File: src/core/acp_pkg.sv
// Constants and types for the converter host port and control register
package acp_pkg;
    // Sequencer timing in conversion clock cycles
    localparam int unsigned SAMPLE_CYC = 5;
    localparam int unsigned CONV_CYC = 17;
    localparam int unsigned CAL_CYC = 168;
    localparam int unsigned PWR_WAIT_DEF = 42425;
    localparam int CNT_W = 16;
    localparam int RES_W = 12;
    localparam int RES_MSB = 11;

    // Control register bit positions
    localparam int BIT_MODE = 0;
    localparam int BIT_CAL = 1;
    localparam int BIT_PDOWN = 3;
    localparam int BIT_PFAIL = 5;
    localparam int BIT_CALERR = 6;
    localparam int BIT_BUSY = 7;

    // Synchroniser lanes and their idle values
    localparam int SYN_W = 17;
    localparam int SYN_CS = 0;
    localparam int SYN_RD = 1;
    localparam int SYN_WR = 2;
    localparam int SYN_SEL = 3;
    localparam int SYN_HBE = 4;
    localparam int SYN_CAL = 5;
    localparam int SYN_DATA = 6;
    localparam int SYN_CHAN = 14;
    localparam int SYN_PF = 16;
    localparam logic [16:0] SYN_RST = 17'h00027;

    // Reset values of the output side
    localparam logic [7:0] DOUT_RST = 8'h00;
    localparam logic [11:0] RES_RST = 12'h000;

    typedef enum logic [1:0] {
        ST_IDLE = 2'b00,
        ST_WAIT = 2'b01,
        ST_CAL = 2'b10,
        ST_CONV = 2'b11
    } acp_phase_t;
endpackage : acp_pkg

File: src/core/acp_host_port.sv
// Host port, control register and sequencer of the converter
`timescale 1ns/100ps
module acp_host_port
    import acp_pkg::*;
#(
    parameter int unsigned PWR_WAIT_CYC = PWR_WAIT_DEF
) (
    // Clock and reset
    input wire logic sys_clk,
    input wire logic reset_n,
    // Host bus strobes and selects
    input wire logic cs_n,
    input wire logic rd_n,
    input wire logic wr_n,
    input wire logic control_register_select,
    input wire logic upper_byte_select,
    input wire logic [1:0] chan_addr,
    // Data bus, split three-state pin
    input wire logic [7:0] data_in,
    output logic [7:0] data_out,
    output logic data_oe_n,
    // Calibration pin and supply monitor event
    input wire logic cal_n,
    input wire logic supply_fail,
    // Analog core side
    input wire logic comp_in,
    input wire logic cal_overflow,
    output logic [1:0] chan_sel,
    output logic busy_n,
    output logic power_down
);
    typedef struct packed {
        acp_phase_t phase;
        logic [CNT_W-1:0] cnt;
        logic mode_latched;
        logic pwr_down;
        logic pf_flag;
        logic cal_err;
        logic [RES_W-1:0] sar;
        logic [RES_W-1:0] res;
        logic [7:0] dout;
        logic oe_n;
        logic busy_n;
        logic wr_act;
        logic w_sel;
        logic w_hbe;
        logic [7:0] w_data;
        logic cal_prev_n;
        logic pf_prev;
        logic [1:0] chan;
    } acp_state_t;

    localparam acp_state_t ST_RST = '{
        phase: ST_WAIT, cnt: '0, mode_latched: 1'b0, pwr_down: 1'b0,
        pf_flag: 1'b0, cal_err: 1'b0, sar: RES_RST, res: RES_RST,
        dout: DOUT_RST, oe_n: 1'b1, busy_n: 1'b1, wr_act: 1'b0,
        w_sel: 1'b0, w_hbe: 1'b0, w_data: DOUT_RST, cal_prev_n: 1'b1,
        pf_prev: 1'b0, chan: 2'b00};

    localparam logic [CNT_W-1:0] WAIT_LAST = CNT_W'(PWR_WAIT_CYC - 1);
    localparam logic [CNT_W-1:0] CAL_LAST = CNT_W'(CAL_CYC - 1);
    localparam logic [CNT_W-1:0] CONV_LAST = CNT_W'(CONV_CYC - 1);
    localparam logic [CNT_W-1:0] SAMP_END = CNT_W'(SAMPLE_CYC);

    acp_state_t r_ff;
    acp_state_t nxt_r;
    logic [SYN_W-1:0] syn;
    logic s_cs_n, s_rd_n, s_wr_n, s_sel, s_hbe, s_cal_n, s_pf;
    logic [7:0] s_data;
    logic rd_int, wr_int, wr_end, cal_go, pf_ev, conv_go, sfr_wr;
    logic [7:0] status;
    logic [3:0] bit_idx;

    acp_sync #(
        .W(SYN_W),
        .RST_VAL(SYN_RST)
    ) u_sync (
        .sys_clk(sys_clk),
        .reset_n(reset_n),
        .pin_in({supply_fail, chan_addr, data_in, cal_n,
                 upper_byte_select, control_register_select,
                 wr_n, rd_n, cs_n}),
        .sync_out(syn)
    );

    assign s_cs_n = syn[SYN_CS];
    assign s_rd_n = syn[SYN_RD];
    assign s_wr_n = syn[SYN_WR];
    assign s_sel = syn[SYN_SEL];
    assign s_hbe = syn[SYN_HBE];
    assign s_cal_n = syn[SYN_CAL];
    assign s_data = syn[SYN_DATA +: 8];
    assign s_pf = syn[SYN_PF];

    assign rd_int = !s_cs_n && !s_rd_n && s_wr_n;
    assign wr_int = !s_cs_n && !s_wr_n;
    // act on the closing edge of write
    assign wr_end = r_ff.wr_act && !wr_int;
    assign sfr_wr = wr_end && r_ff.w_sel && r_ff.w_hbe;
    // pin edge or control bit 1
    assign cal_go = (!r_ff.cal_prev_n && s_cal_n)
                  || (sfr_wr && r_ff.w_data[BIT_CAL]);
    assign pf_ev = s_pf && !r_ff.pf_prev;
    // Reserved combination (select high, upper low) starts nothing
    assign conv_go = wr_end && (!r_ff.w_sel || r_ff.w_hbe);

    // status byte, reserved bits read zero
    always_comb begin
        status = 8'h00;
        status[BIT_MODE] = r_ff.mode_latched;
        status[BIT_CAL] = r_ff.phase == ST_CAL;
        status[BIT_PDOWN] = r_ff.pwr_down;
        status[BIT_PFAIL] = r_ff.pf_flag;
        status[BIT_CALERR] = r_ff.cal_err;
        status[BIT_BUSY] = (r_ff.phase == ST_CAL)
                         || (r_ff.phase == ST_CONV);
    end

    assign bit_idx = 4'(RES_MSB) - 4'(r_ff.cnt - SAMP_END);

    // Whole next-state of port, flags and sequencer
    always_comb begin
        nxt_r = r_ff;
        nxt_r.cal_prev_n = s_cal_n;
        nxt_r.pf_prev = s_pf;
        nxt_r.wr_act = wr_int;
        // Latch address and data while the strobe is low
        if (wr_int) begin
            nxt_r.w_sel = s_sel;
            nxt_r.w_hbe = s_hbe;
            nxt_r.w_data = s_data;
        end
        // mode and power-down from control write
        if (sfr_wr) begin
            nxt_r.mode_latched = r_ff.w_data[BIT_MODE];
            // bit 3 low or bit 1 exits
            nxt_r.pwr_down = r_ff.w_data[BIT_PDOWN]
                           && !r_ff.w_data[BIT_CAL];
            // low bit 5 clears supply flag
            if (!r_ff.w_data[BIT_PFAIL]) begin
                nxt_r.pf_flag = 1'b0;
            end
        end
        if (cal_go) begin
            nxt_r.pwr_down = 1'b0;
        end
        // Phase counter advances every cycle, held at zero in idle
        nxt_r.cnt = r_ff.cnt + 1'b1;
        case (r_ff.phase)
            ST_IDLE: begin
                nxt_r.cnt = '0;
            end
            ST_WAIT: begin
                if (r_ff.cnt == WAIT_LAST) begin
                    nxt_r.phase = ST_CAL;
                    nxt_r.cnt = '0;
                    nxt_r.cal_err = 1'b0;
                end
            end
            ST_CAL: begin
                if (cal_overflow) begin
                    nxt_r.cal_err = 1'b1;
                end
                if (r_ff.cnt == CAL_LAST) begin
                    nxt_r.phase = ST_CONV;
                    nxt_r.cnt = '0;
                end
            end
            // sample window then one decision a cycle
            ST_CONV: begin
                if (r_ff.cnt >= SAMP_END) begin
                    nxt_r.sar[bit_idx] = comp_in;
                    if (!r_ff.mode_latched) begin
                        nxt_r.res[bit_idx] = comp_in;
                    end
                end
                if (r_ff.cnt == CONV_LAST) begin
                    nxt_r.phase = ST_IDLE;
                    if (r_ff.mode_latched) begin
                        nxt_r.res = nxt_r.sar;
                    end
                end
            end
            default: begin
                nxt_r.phase = ST_IDLE;
            end
        endcase
        // also runs from power-down, flag stays
        if (conv_go && r_ff.phase == ST_IDLE) begin
            nxt_r.phase = ST_CONV;
            nxt_r.cnt = '0;
            nxt_r.sar = RES_RST;
            nxt_r.chan = syn[SYN_CHAN +: 2];
        end
        if (cal_go) begin
            nxt_r.phase = ST_CAL;
            nxt_r.cnt = '0;
            nxt_r.cal_err = 1'b0;
        end
        if (pf_ev) begin
            nxt_r.phase = ST_WAIT;
            nxt_r.cnt = '0;
            nxt_r.pf_flag = 1'b1;
            nxt_r.mode_latched = 1'b0;
            nxt_r.pwr_down = 1'b0;
        end
        nxt_r.busy_n = nxt_r.phase == ST_IDLE || nxt_r.phase == ST_WAIT;
        nxt_r.oe_n = !rd_int;
        nxt_r.dout = DOUT_RST;
        if (rd_int) begin
            if (s_sel) begin
                nxt_r.dout = s_hbe ? status : DOUT_RST;
            end else if (s_hbe) begin
                nxt_r.dout = {4'h0, r_ff.res[RES_MSB -: 4]};
            end else begin
                nxt_r.dout = r_ff.res[7:0];
            end
        end
    end

    // Single state register
    always_ff @(posedge sys_clk or negedge reset_n) begin
        if (!reset_n) begin
            r_ff <= ST_RST;
        end else begin
            r_ff <= nxt_r;
        end
    end

    assign data_out = r_ff.dout;
    assign data_oe_n = r_ff.oe_n;
    assign busy_n = r_ff.busy_n;
    assign chan_sel = r_ff.chan;
    assign power_down = r_ff.pwr_down;
endmodule : acp_host_port

File: src/core/acp_sync.sv
// Two-flop synchroniser bank for the host port pins
`timescale 1ns/100ps
module acp_sync
    import acp_pkg::*;
#(
    parameter int W = SYN_W,
    parameter logic [W-1:0] RST_VAL = '0
) (
    // Clock and reset
    input wire logic sys_clk,
    input wire logic reset_n,
    // Pin side and synchronised side
    input wire logic [W-1:0] pin_in,
    output logic [W-1:0] sync_out
);
    typedef struct packed {
        logic [W-1:0] meta;
        logic [W-1:0] sync;
    } acp_sync_t;

    acp_sync_t r_ff;
    acp_sync_t nxt_r;

    // First stage feeds only the second stage
    always_comb begin
        nxt_r.meta = pin_in;
        nxt_r.sync = r_ff.meta;
    end

    // Both stages take the idle level under reset
    always_ff @(posedge sys_clk or negedge reset_n) begin
        if (!reset_n) begin
            r_ff <= '{meta: RST_VAL, sync: RST_VAL};
        end else begin
            r_ff <= nxt_r;
        end
    end

    assign sync_out = r_ff.sync;
endmodule : acp_sync

File: config.mk
export PLATFORM = sky130hd
export DESIGN_NAME = acp_host_port
export DESIGN_NICKNAME = d
export VERILOG_FILES = /design/src/core/acp_pkg.sv /design/src/core/acp_host_port.sv /design/src/core/acp_sync.sv
export SDC_FILE = /design/constraint.sdc
export NUM_CORES = 1
export LEC_CHECK = 0
export BUFFER_PORTS_ARGS = -buffer_cell sky130_fd_sc_hd__buf_2
export CAP_MARGIN = 10
export CELL_PAD_IN_SITES_DETAIL_PLACEMENT = 2
export CELL_PAD_IN_SITES_GLOBAL_PLACEMENT = 2
export CORE_MARGIN = 3
export CORE_UTILIZATION = 40
export CTS_CLUSTER_DIAMETER = 80
export DETAILED_ROUTE_END_ITERATION = 6
export PLACE_DENSITY = 0.85
export SLEW_MARGIN = 10
export SYNTH_ARGS = -nofsm -noshare
export SYNTH_HDL_FRONTEND = slang
export SYNTH_SLANG_ARGS = --single-unit
File: constraint.sdc
create_clock -name sys_clk -period 4.3 [get_ports sys_clk]
set_input_delay 0.43 -clock sys_clk [delete_from_list [all_inputs] [get_ports sys_clk]]
set_output_delay 0.43 -clock sys_clk [all_outputs]
set_load 0.02 [all_outputs]
==> flow_summary.toml <==
[floorplanning]
die-area_sq_um = 11500
core_sq_um = 9860
ios = 34
die_w_um = 107
start_util_pct = 41.6
die_h_um = 107
row_count = 36

[final_layout]
stdcell_count = 521
utilization_pct = 44.9
fillers = 1020
multi_input_area_sq_um = 1530
diodes = 0
regArea_sq_um = 2340
design_area_sq_um = 4430
area_delta_synth_final_pct = 7.99
fin_nets = 410
drive_gt1_share_pct = 20.4

[worst_setup_path]
r2r_setup_slack_ns = 1.18
required_ns = 4.53
cp.arrival_ns = 3.36
path_depth = 8
startpoint = "r_ff[54]"
critPathLaunchType = "register"
crit_family = "compound AO/OA/AOI/OAI gates"
path_max_fanout = 12
crit_slowest_cell = "a2111oi_0"
r2r_cells = 8
r2r_end = "r_ff[25]"
reg2reg_from = "r_ff[54]"
crit_type = "reg -> reg"
critPathCaptureType = "register"
cpPeakStageDelay_ns = 0.85
crit_chain = "inv_1 > ha_1 > nand2b_1 > a2111oi_0 > nand2_2 > nand3_1 > mux2i_1 > o221ai_1"
crit_buf_inv = 1
cp-endpoint = "r_ff[25]"

[yosys]
syn_inst = 367
syn_nets = 394
synth.avg_cell_area_sq_um = 11.2
synth-seq-area-share_pct = 57.1
synth_cell_type_count = 57
yosysWarnings = 0
synth_flop_cell = "dfrtp_1"
synth_edf_count = 0
synth_async_sr_flop_share_pct = 100
syn-cell-area_sq_um = 4100
ys_ff_latch = 93

[place]
post-dp-hpwl_um = 7320
port_buffers = 29
gp_congestion = 0.799
place_ws_ns = 1.42
dp_cells = 505
placed_area_sq_um = 4260

[grt]
grt_usage_pct = 20.4
antenna_found_initial = 0
grt_pass1_vias = 3258
grt_overflow = 0
grt_max_degree = 61
grt_pass1_wl_um = 18000

[pwr]
cellPowerDensity_nw_per_um2 = 411
power.leakage_nw = 1.90
p_total_mw = 1.82
ir_worst_vdd_v = 0.000185

[timing]
hold_ws_ns = 0.110
rsz0062_at_grt = "no"
fin_crit_ns = 3.12
hold_viol_final = 0
final.setup_skew_ns = 0.00831
setup_tns_ns = 0
slew_violations = 0
post-route-period-util_pct = 72.7
fmaxAchievable_mhz = 320
finalSetupViolCount = 0
relSlewSlack_pct = 27.5
worst_slack_ns = 1.18
worst-slew-pin-transition_ns = 1.09

[drt]
wire_per_inst_um = 20.9
drc = 0
via_count = 2964
routed_wirelength_um = 10900
drt-pass1-iter-count = 4
vias_per_cell = 5.69
ant_nets = 0
drtIter0Drc = 152

[run]
cap_violations = 0

[clock_tree]
hold_buffers = 0
htree_levels = 3
cts_setup_buffers = 0
cts_resized = 0
clk_pin_slew_ns = 0.09
clock_path_buffers = 2
cts_root_buf = "clkbuf_8"
cts_tree = "yes"
clk_latency_ns = 0.37
cts.sinks = 93
cts_made_buffers = 9

[worst_hold_path]
hp-class = "in -> async"

[outcome]
outcome = "complete, no violations"
-- synthesized netlist by cell type (4+ instances only) --
master    number  area [sq um]
nand4_1        4          25.0
a21oi_1       17          85.1
a22oi_1        4          30.0
o211ai_1      16           120
xor2_1        11          96.3
nor2_1        37           139
o21ai_0       15          75.1
buf_4         11          82.6
and3_1         6          37.5
mux2i_1        9          90.1
mux2_2         6          67.6
nand2_1       17          63.8
o22ai_1        9          56.3
dfrtp_1       81          2030
nand3_1       17          85.1
o221ai_1       5          43.8
dfstp_2       12           315
ha_1           6          75.1
clkbuf_1      10          37.5
inv_1         16          60.1
nor2b_1        5          31.3
-- area by class of cell --
class                   count  area share [%]
repair buffers             31            3.67
clock inverters             6           0.876
inverters                  16            1.36
well taps                 133            3.76
multi-input cells         232            34.6
clock buffers              10            2.88
flip-flops and latches     93            52.9
-- metal layers --
| metal | GRT usage (%) | routed length [um] | vias to the layer above |
|---|---|---|---|
| met5 | 0 | 0 | - |
| met4 | 7.31 | 247 | 0 |
| met3 | 4.86 | 290 | 18 |
| met2 | 35.1 | 5690 | 44 |
| met1 | 24.9 | 4680 | 1571 |
| li1 | - | - | 1331 |
-- kinds of logic (layout without fill, tap and decap cells) --
kind of cell	after synthesis	in the layout	synth area share [%]
AOI/OAI and AO/OA	84	84	13.8
and+or+nand+nor	113	113	14.9
buffers and inverters	42	63	5.55
muxes	15	15	3.84
xor gates and xnor gates	14	14	2.99
adders and majority gates	6	6	1.83
DFF	93	93	57.1
-- cell usage in the layout (no fill, tap or decap), types with 3 or more instances in the layout --
cell,n
o22ai_1,9
mux2_2,6
xor2_1,11
nand2_1,17
nor2b_1,5
nand3_1,17
buf_4,3
clkbuf_8,9
and3_1,6
dfstp_2,12
buf_2,28
clkinv_2,3
nor2_1,37
o211ai_1,16
nand4_1,4
o221ai_1,5
xnor2_1,3
mux2i_1,9
o21ai_0,15
ha_1,6
inv_1,16
a22oi_1,4
nand3_2,3
a21oi_1,17
dfrtp_1,81
-- worst min-delay path by stage --
stage	start	end	slack (ns)	cells past startpoint
final	reset_n	u_sync.sync_out[3]	0.11	1
after CTS	cal_n	u_sync.nxt_r[5]	0.13	1
after global routing	cal_n	u_sync.nxt_r[5]	0.13	1
after floorplan	reset_n	chan_sel[0]	0.13	0
after detailed placement	u_sync.nxt_r[3]	u_sync.sync_out[3]	0.34	0
after global placement	u_sync.nxt_r[7]	u_sync.sync_out[7]	0.33	0
-- where the power goes --
| part | internal [mW] | switching [mW] | leakage (nW) | total (mW) |
|---|---|---|---|---|
| combinational | 0.101 | 0.197 | 0.700 | 0.299 |
| clock | 0.209 | 0.320 | 0.0824 | 0.530 |
| sequential | 0.939 | 0.0542 | 1.12 | 0.993 |
-- state kept, by name (all words and copies together), names as in the netlist --
signal           cells
power_down           1
data_oe_n            1
chan_sel             2
u_sync.nxt_r        13
u_sync.sync_out     13
r_ff                54
busy_n               1
data_out             8
(Power assumes the default switching activity.)
